==> src/core/clk_select_cfg.svh <==
/*
 Constants for the system clock source select block: register offsets,
 field positions, reset values and timing counts. Assumes a 100 MHz clock.
*/
`ifndef CLK_SELECT_CFG_SVH
`define CLK_SELECT_CFG_SVH

`define ADDR_CLKSRC        8'ha9
`define ADDR_EXTOSC        8'hb1
`define ADDR_IRQ_STATUS    8'hc0
`define ADDR_IRQ_MASK      8'hc1
`define ADDR_STATUS        8'hc2

`define CLKSRC_RESET       8'h00
`define EXTOSC_RESET       8'h00
`define MASK_RESET         8'h00

`define EXT_VALID_BIT      7
`define EXT_MODE_HI        6
`define EXT_MODE_LO        4
`define EXT_RANGE_HI       2
`define EXT_RANGE_LO       0

`define SRC_INT_HF         2'b00
`define SRC_EXT            2'b01
`define SRC_INT_LF         2'b10
`define SRC_RESERVED       2'b11

`define IRQ_VALID_RISE     0
`define IRQ_VALID_FALL     1
`define IRQ_BAD_SELECT     2

`define CLK_HZ             100000000
`define XTAL_SETTLE_US     1000
`define XTAL_SETTLE_CYC    ((`XTAL_SETTLE_US * (`CLK_HZ / 1000000)))

`endif

==> src/core/clk_select_pkg.sv <==
/*
 Types for the system clock source select block.
 Assumes the constants header is available for offsets and counts.
*/
package clk_select_pkg;
   typedef enum logic [1:0] {
      OSC_OFF   = 2'b00,
      OSC_CMOS  = 2'b01,
      OSC_RC    = 2'b10,
      OSC_XTAL  = 2'b11
   } osc_kind_t;

   typedef struct packed {
      logic [2:0] mode;
      logic [2:0] range;
   } ext_osc_cfg_t;

   typedef struct packed {
      logic       enable;
      logic       crystal;
      logic       osc_good;
   } qual_in_t;
endpackage

==> src/core/osc_qualifier.sv <==
/*
 Qualifies the external oscillator: counts a settle window after enable
 in crystal mode and raises valid once the window has passed and the
 oscillator reports good. Assumes inputs synchronous to clk_i.
*/
`timescale 1ns/1ns
`default_nettype none
module osc_qualifier #(
   parameter int SETTLE_CYC = 100000
) (
   input  wire logic                      clk_i,
   input  wire logic                      rst_i,
   input  wire clk_select_pkg::qual_in_t  q_i,
   output logic                           valid_o
);
   if (SETTLE_CYC < 1) begin : g_bad_settle
      $error("SETTLE_CYC must be at least one");
   end

   logic [31:0] count_reg;
   logic [31:0] count_next;
   logic        valid_reg;
   logic        valid_next;

   always_comb begin
      count_next = count_reg;
      valid_next = 1'b0;
      if (!q_i.enable) begin
         count_next = 32'h0000_0000;
      end else if (!q_i.crystal) begin
         // RC and capacitor modes need no settle wait.
         valid_next = q_i.osc_good;
      end else if (count_reg < 32'(SETTLE_CYC)) begin
         // The amplitude detector reads falsely good during bias settle.
         count_next = count_reg + 32'h0000_0001;
      end else begin
         valid_next = q_i.osc_good;
      end
   end

   always_ff @(posedge clk_i) begin
      if (rst_i) begin
         count_reg <= 32'h0000_0000;
         valid_reg <= 1'b0;
      end else begin
         count_reg <= count_next;
         valid_reg <= valid_next;
      end
   end

   assign valid_o = valid_reg;

   property p_no_early_valid;
      @(posedge clk_i) disable iff (rst_i)
         (q_i.enable && q_i.crystal && count_reg < 32'(SETTLE_CYC)) |=> !valid_reg;
   endproperty
   a_no_early_valid: assert property (p_no_early_valid) else $error("valid before settle");

   property p_rc_fast;
      @(posedge clk_i) disable iff (rst_i)
         (q_i.enable && !q_i.crystal && q_i.osc_good) |=> valid_reg;
   endproperty
   a_rc_fast: assert property (p_rc_fast) else $error("rc mode not valid at once");

   property p_off_invalid;
      @(posedge clk_i) disable iff (rst_i) !q_i.enable |=> !valid_reg;
   endproperty
   a_off_invalid: assert property (p_off_invalid) else $error("valid while disabled");
endmodule // osc_qualifier
`default_nettype wire

==> src/core/clk_select.sv <==
/*
 System clock source select with external oscillator qualification and a
 classic Wishbone register slave. Assumes a 100 MHz clock, synchronous
 inputs, and a glitch-free clock mux outside that follows sysclk_sel_o.
*/
// Decided for this implementation: the Wishbone register port.
// How it works
// - Hardware sets crystal valid when oscillator settles.
// - Internal oscillator usable immediately after enable.
// - External source only when low select bit set.
// - External clock stays available for peripherals.
// - RC and C modes need no wait.
`timescale 1ns/1ns
`default_nettype none
`include "clk_select_cfg.svh"
module clk_select #(
   parameter int SETTLE_CYC = `XTAL_SETTLE_CYC
) (
   input  wire logic        clk_i,
   input  wire logic        rst_i,
   input  wire logic [7:0]  adr_i,
   input  wire logic [31:0] dat_i,
   output logic      [31:0] dat_o,
   input  wire logic        we_i,
   input  wire logic [3:0]  sel_i,
   input  wire logic        cyc_i,
   input  wire logic        stb_i,
   output logic             ack_o,
   input  wire logic        int_osc_en_i,
   input  wire logic        osc_good_i,
   output logic      [1:0]  sysclk_sel_o,
   output logic             ext_osc_en_o,
   output logic             periph_ext_clk_en_o,
   output logic      [2:0]  ext_osc_freq_range_o,
   output logic             irq_o
);
   if (SETTLE_CYC < 1) begin : g_bad_settle
      $error("SETTLE_CYC must be at least one");
   end

   logic [1:0]  sysclk_source_bits_reg;
   logic [1:0]  sysclk_source_bits_next;
   clk_select_pkg::ext_osc_cfg_t ext_cfg_reg;
   clk_select_pkg::ext_osc_cfg_t ext_cfg_next;
   logic [2:0]  stat_reg;
   logic [2:0]  stat_next;
   logic [2:0]  mask_reg;
   logic [2:0]  mask_next;
   logic [31:0] dat_reg;
   logic [31:0] dat_next;
   logic        ack_reg;
   logic        ack_next;
   logic        irq_reg;
   logic        irq_next;
   logic        valid_prev_reg;
   logic        ext_en_reg;
   logic        crystal_valid_flag;
   logic        req;
   logic        wr;
   logic        rd;
   logic [2:0]  events;
   clk_select_pkg::qual_in_t qual_in;

   assign req = cyc_i && stb_i && !ack_reg;
   assign wr  = req && we_i && sel_i[0];
   assign rd  = req && !we_i;

   // Modes 00x are off; any other mode powers the external circuit.
   assign qual_in = '{enable:   ext_cfg_reg.mode[2:1] != 2'b00,
                      crystal:  ext_cfg_reg.mode[2:1] == 2'b11,
                      osc_good: osc_good_i};

   osc_qualifier #(
      .SETTLE_CYC (SETTLE_CYC)
   ) u_qual (
      .clk_i   (clk_i),
      .rst_i   (rst_i),
      .q_i     (qual_in),
      .valid_o (crystal_valid_flag)
   );

   assign events[`IRQ_VALID_RISE] = crystal_valid_flag && !valid_prev_reg;
   assign events[`IRQ_VALID_FALL] = !crystal_valid_flag && valid_prev_reg;
   assign events[`IRQ_BAD_SELECT] = wr && adr_i == `ADDR_CLKSRC && dat_i[1:0] == `SRC_RESERVED;

   always_comb begin
      sysclk_source_bits_next = sysclk_source_bits_reg;
      ext_cfg_next            = ext_cfg_reg;
      mask_next               = mask_reg;
      stat_next               = stat_reg;
      dat_next                = 32'h0000_0000;
      ack_next                = req;
      if (wr) begin
         unique case (adr_i)
            `ADDR_CLKSRC: begin
               // Code 11 is reserved, so such a write keeps the old source.
               if (dat_i[1:0] != `SRC_RESERVED) begin
                  sysclk_source_bits_next = dat_i[1:0];
               end
            end
            `ADDR_EXTOSC: begin
               ext_cfg_next.mode  = dat_i[`EXT_MODE_HI:`EXT_MODE_LO];
               ext_cfg_next.range = dat_i[`EXT_RANGE_HI:`EXT_RANGE_LO];
            end
            `ADDR_IRQ_MASK: mask_next = dat_i[2:0];
            default: ;
         endcase
      end
      if (rd) begin
         unique case (adr_i)
            `ADDR_CLKSRC: dat_next = {30'h0000_0000, sysclk_source_bits_reg};
            `ADDR_EXTOSC: dat_next = {24'h00_0000, crystal_valid_flag, ext_cfg_reg.mode,
                                      1'b0, ext_cfg_reg.range};
            `ADDR_IRQ_STATUS: begin
               dat_next  = {29'h0000_0000, stat_reg};
               stat_next = 3'h0;
            end
            `ADDR_IRQ_MASK: dat_next = {29'h0000_0000, mask_reg};
            `ADDR_STATUS: dat_next = {28'h000_0000, int_osc_en_i, ext_en_reg, sysclk_sel_o};
            default: dat_next = 32'h0000_0000;
         endcase
      end
      // A new event wins over the clearing read.
      stat_next = stat_next | events;
      irq_next  = |(stat_next & mask_next);
   end

   always_ff @(posedge clk_i) begin
      if (rst_i) begin
         sysclk_source_bits_reg <= 2'h0;
         ext_cfg_reg            <= '0;
         stat_reg               <= 3'h0;
         mask_reg               <= 3'h0;
         dat_reg                <= 32'h0000_0000;
         ack_reg                <= 1'b0;
         irq_reg                <= 1'b0;
         valid_prev_reg         <= 1'b0;
         ext_en_reg             <= 1'b0;
      end else begin
         sysclk_source_bits_reg <= sysclk_source_bits_next;
         ext_cfg_reg            <= ext_cfg_next;
         stat_reg               <= stat_next;
         mask_reg               <= mask_next;
         dat_reg                <= dat_next;
         ack_reg                <= ack_next;
         irq_reg                <= irq_next;
         valid_prev_reg         <= crystal_valid_flag;
         ext_en_reg             <= qual_in.enable;
      end
   end

   // The block never gates the request: software owns the switch order.
   assign sysclk_sel_o         = sysclk_source_bits_reg;
   assign ext_osc_en_o         = ext_en_reg;
   assign periph_ext_clk_en_o  = ext_en_reg;
   assign ext_osc_freq_range_o = ext_cfg_reg.range;
   assign dat_o                = dat_reg;
   assign ack_o                = ack_reg;
   assign irq_o                = irq_reg;

   property p_ext_low_bit;
      @(posedge clk_i) disable iff (rst_i)
         $rose(sysclk_sel_o[0]) |-> $past(wr && adr_i == `ADDR_CLKSRC && dat_i[0]);
   endproperty
   a_ext_low_bit: assert property (p_ext_low_bit) else $error("external without low bit");

   property p_no_reserved;
      @(posedge clk_i) disable iff (rst_i) sysclk_sel_o != `SRC_RESERVED;
   endproperty
   a_no_reserved: assert property (p_no_reserved) else $error("reserved source selected");

   property p_sel_write;
      @(posedge clk_i) disable iff (rst_i)
         (wr && adr_i == `ADDR_CLKSRC && dat_i[1:0] != `SRC_RESERVED) |=> sysclk_sel_o == $past(dat_i[1:0]);
   endproperty
   a_sel_write: assert property (p_sel_write) else $error("source write not applied next cycle");

   property p_periph_clk;
      @(posedge clk_i) disable iff (rst_i)
         qual_in.enable |=> periph_ext_clk_en_o;
   endproperty
   a_periph_clk: assert property (p_periph_clk) else $error("peripheral clock lost");

   property p_ack_one;
      @(posedge clk_i) disable iff (rst_i) ack_o |=> !ack_o;
   endproperty
   a_ack_one: assert property (p_ack_one) else $error("ack longer than one cycle");

   property p_irq;
      @(posedge clk_i) disable iff (rst_i)
         (events[`IRQ_VALID_RISE] && mask_reg[`IRQ_VALID_RISE]) |=> irq_o;
   endproperty
   a_irq: assert property (p_irq) else $error("valid rise did not interrupt");

   // The block never moves the system clock on its own; only software does.
   property p_src_hold;
      @(posedge clk_i) disable iff (rst_i)
         !(wr && adr_i == `ADDR_CLKSRC) |=> $stable(sysclk_sel_o);
   endproperty
   a_src_hold: assert property (p_src_hold) else $error("source changed without a write");

   property p_reserved_kept;
      @(posedge clk_i) disable iff (rst_i)
         (wr && adr_i == `ADDR_CLKSRC && dat_i[1:0] == `SRC_RESERVED)
            |=> $stable(sysclk_sel_o) && stat_reg[`IRQ_BAD_SELECT];
   endproperty
   a_reserved_kept: assert property (p_reserved_kept) else $error("reserved code not refused");

   property p_valid_read;
      @(posedge clk_i) disable iff (rst_i)
         (rd && adr_i == `ADDR_EXTOSC) |=> dat_o[`EXT_VALID_BIT] == $past(crystal_valid_flag);
   endproperty
   a_valid_read: assert property (p_valid_read) else $error("valid flag misread");

   property p_stat_clear;
      @(posedge clk_i) disable iff (rst_i)
         (rd && adr_i == `ADDR_IRQ_STATUS) |=> stat_reg == $past(events);
   endproperty
   a_stat_clear: assert property (p_stat_clear) else $error("status read did not clear");

   property p_ext_en_follow;
      @(posedge clk_i) disable iff (rst_i) ext_osc_en_o == $past(qual_in.enable);
   endproperty
   a_ext_en_follow: assert property (p_ext_en_follow) else $error("external enable out of step");
endmodule // clk_select
`default_nettype wire

==> config.mk <==
export PLATFORM = sky130hd
export DESIGN_NAME = clk_select
export DESIGN_NICKNAME = d
export VERILOG_FILES = /design/src/core/clk_select_pkg.sv /design/src/core/osc_qualifier.sv /design/src/core/clk_select.sv
export VERILOG_INCLUDE_DIRS = /design/src /design/src/core
export SDC_FILE = /design/constraint.sdc
export NUM_CORES = 1
export LEC_CHECK = 0
export BUFFER_PORTS_ARGS = -buffer_cell sky130_fd_sc_hd__buf_2
export CAP_MARGIN = 10
export CORE_AREA = 2 2 107 109
export DETAILED_ROUTE_END_ITERATION = 12
export DIE_AREA = 0 0 109 111
export HOLD_SLACK_MARGIN = 0.02
export PLACE_DENSITY_LB_ADDON = 0.2
export SLEW_MARGIN = 20
export SYNTH_ARGS = -nofsm -noshare
export SYNTH_HDL_FRONTEND = slang
export SYNTH_SLANG_ARGS = --single-unit
==> constraint.sdc <==
create_clock -name clk_i -period 2.23 [get_ports clk_i]
set_clock_uncertainty 0.2 [all_clocks]
set_input_delay 0.446 -clock clk_i [delete_from_list [all_inputs] [get_ports clk_i]]
set_output_delay 0.446 -clock clk_i [all_outputs]
set_load 0.02 [all_outputs]
==> qor.csv <==
stage,metric,value,unit
setup_path,crit_path_top_delay_cell,or4_1,
yosys,synth_seq_area_share,43.9,%
yosys,synth-async-reset-ratio,0,%
placed_design,dpl_worst_slack,0.0918,ns
floorplanning,dieArea,0.0121,mm2
floorplanning,core_area,0.0111,mm2
setup_path,path_class,register to register,
yosys,synthCells,293,
timing,fmax,0.489,GHz
setup_path,worstPathCellList,nor4_2 -> o211a_1 -> o2111ai_4 -> or4_1 -> a21oi_1,
yosys,ys_dominant_reg_cell,dfxtp_1,
yosys,synth.avg_cell_area,9.18,um2
finish,layout-drive-gt1-share,25.8,%
setup_path,critPathCaptureType,register,
finish,antenna_cells,0,
detailed_routing,routed_wl,6.30,mm
setup_path,crit_arrival,2.10,ns
detailed_routing,drtIter0Drc,106,
detailed_routing,post_drt_wl_per_cell,12.7,um
placed_design,dp_hpwl,4.66,mm
timing,fin_ws,0.186,ns
floorplanning,ios,92,
floorplanning,rows,39,
grt,grt_pass1_vias,2089,
clocking,clkLatencyLatePin,0.33,ns
finish,areaGrowthSynthToFinish,25.1,%
setup_path,cp_max_fo,8,
timing,finalSetupViolations,0,
timing,rsz0062_at_grt,no,
finish,stdcell_area,0.00336,mm2
finish,nNetsFinal,400,
clocking,tritoncts,done,
grt,grt-ovfl-total,0,
timing,hold_violations,0,
clocking,cts.root.buffer_cell,clkbuf_16,
finish,fin_cells,496,
placed_design,place.gp.congestion,0.742,
floorplanning,die-height,111,um
setup_path,startpoint_type,register,
clocking,numCtsBuffers,9,
clocking,cts_buffer_depth,2,
timing,period_needed,2.04,ns
hold_path,hold_class,input port to register,
yosys,synth_edf_count,0,
setup_path,crit_required,2.29,ns
timing,drv_slew,0,
detailed_routing,dr_total_vias,2150,
finish,final_common_cell,dfxtp_1,
finish,largest_register_ffs,32,
detailed_routing,ant_nets,0,
grt,grt_start_max_net_pins,18,
setup_path,crit_path_max_incr_delay,0.43,ns
yosys,yosysWarnings,0,
pwr,power,2.66,mW
grt,grt.total_usage,11.4,%
yosys,ys_seq_elements,59,
finish,post-route-util,30.4,%
pwr,power_density,791,mW/mm2
clocking,cts.clk_slew.worst_paths,0.05,ns
yosys,syn_area,0.00269,mm2
status,outcome,"finished, final reports clean",
floorplanning,initial_core_util,24.3,%
timing,fin_crit_sh,91.7,%
pwr,peakVddDrop,0.358,mV
placed_design,dp.cells,480,
yosys,ys_types,54,
clocking,cts_max_level,3,
clocking,clock_sinks,59,
timing,tns,0,ns
grt,grt_pass1_wl,10.5,mm
finish,final_cell_mix,"dfxtp_1 (59), buf_2 (38), nand2_1 (26)",
timing,hold_slack,0.137,ns
detailed_routing,drc_errors,0,
placed_design,place_area,0.00303,mm2
placed_design,io_buffers,38,
detailed_routing,dr.pass1.iters,4,
clocking,hold_buffers,0,
grt,antenna_found_initial,0,
floorplanning,fp.dieW,109,um
job,maxCapViolCount,0,
pwr,power.leakage,1.42,nW
detailed_routing,avgViaCountPerCell,4.33,
path summary, 6_finish.rpt:
| path | startpoint | endpoint | slack, ns | depth (start not counted) |
|---|---|---|---|---|
| worst max-delay path | u_qual.count_reg[11]$_SDFFE_PP0P_ | u_qual.count_reg[11]$_SDFFE_PP0P_ | 0.19 | 5 |
| worst min-delay path | osc_good_i | u_qual.valid_o$_SDFF_PP0_ | 0.14 | 3 |
| worst max register to register | u_qual.count_reg[11]$_SDFFE_PP0P_ | u_qual.count_reg[11]$_SDFFE_PP0P_ | 0.19 | 5 |
| worst min register to register | ext_cfg_reg[3]$_SDFFE_PP0P_ | ext_cfg_reg[3]$_SDFFE_PP0P_ | 0.25 | 2 |
report_power, final:
group | switching (mW) | total [mW] | internal, mW
clock network | 0.498 | 1.50 | 1.01
registers | 0.000392 | 1.06 | 1.06
logic | 0.0708 | 0.0991 | 0.0283
repair_timing:
item	CTS	global route
setup buffers	0	0
endpoints found under the setup margin	0	1
gates resized for setup	0	1
logic make-up (layout without fill, tap and decap cells):
group | after synthesis | count (layout) | synth area share, %
compound gates | 45 | 45 | 13.5
fa+ha+maj | 1 | 1 | 0.465
xor+xnor | 3 | 3 | 0.977
other cells | 1 | 24 | 0.139
simple gates | 125 | 125 | 25.7
mux | 10 | 10 | 3.86
flops | 59 | 59 | 43.9
buf+inv | 49 | 86 | 11.4
synth_stat cells (3+ instances only):
| cell type | instances | area, um2 |
|---|---|---|
| inv_1 | 13 | 48.8 |
| nand4_1 | 5 | 31.3 |
| o21a_1 | 4 | 30.0 |
| mux2i_1 | 7 | 70.1 |
| and2_1 | 19 | 119 |
| clkbuf_1 | 4 | 15.0 |
| or4_1 | 4 | 30.0 |
| a31oi_1 | 3 | 18.8 |
| mux2_2 | 3 | 33.8 |
| dfxtp_1 | 59 | 1180 |
| and3_2 | 4 | 30.0 |
| nand2_1 | 26 | 97.6 |
| nor2_1 | 22 | 82.6 |
| xnor2_1 | 3 | 26.3 |
| buf_4 | 29 | 218 |
| o21ai_0 | 3 | 15.0 |
| a21oi_1 | 14 | 70.1 |
| nor3_1 | 4 | 20.0 |
| nand3_1 | 12 | 60.1 |
| and3_1 | 6 | 37.5 |
| o31ai_1 | 3 | 22.5 |
| or3_1 | 6 | 37.5 |
worst max-delay path: cells and delay by family, from the launching register on:
kind / cells / cell delay, ns
simple gates: 2 / 0.77
compound gates: 3 / 0.64
flops: 1 / 0.36
area by class of cell:
cell class                 instances  area [um2]
clock buffer                      10         239
clock inverter                     6        88.8
fill                            1155        7710
inverter                          13        48.8
multi-input combinational        208        1290
sequential                        59        1180
tap                              143         179
timing repair buffer              57         333
metal layers:
metal / track usage (%) / wire length (um)
met5: 0 / 0
met4: 6.67 / 163
met3: 2.18 / 191
met2: 16.0 / 2720
met1: 15.9 / 3220
(Power assumes the default switching activity.)
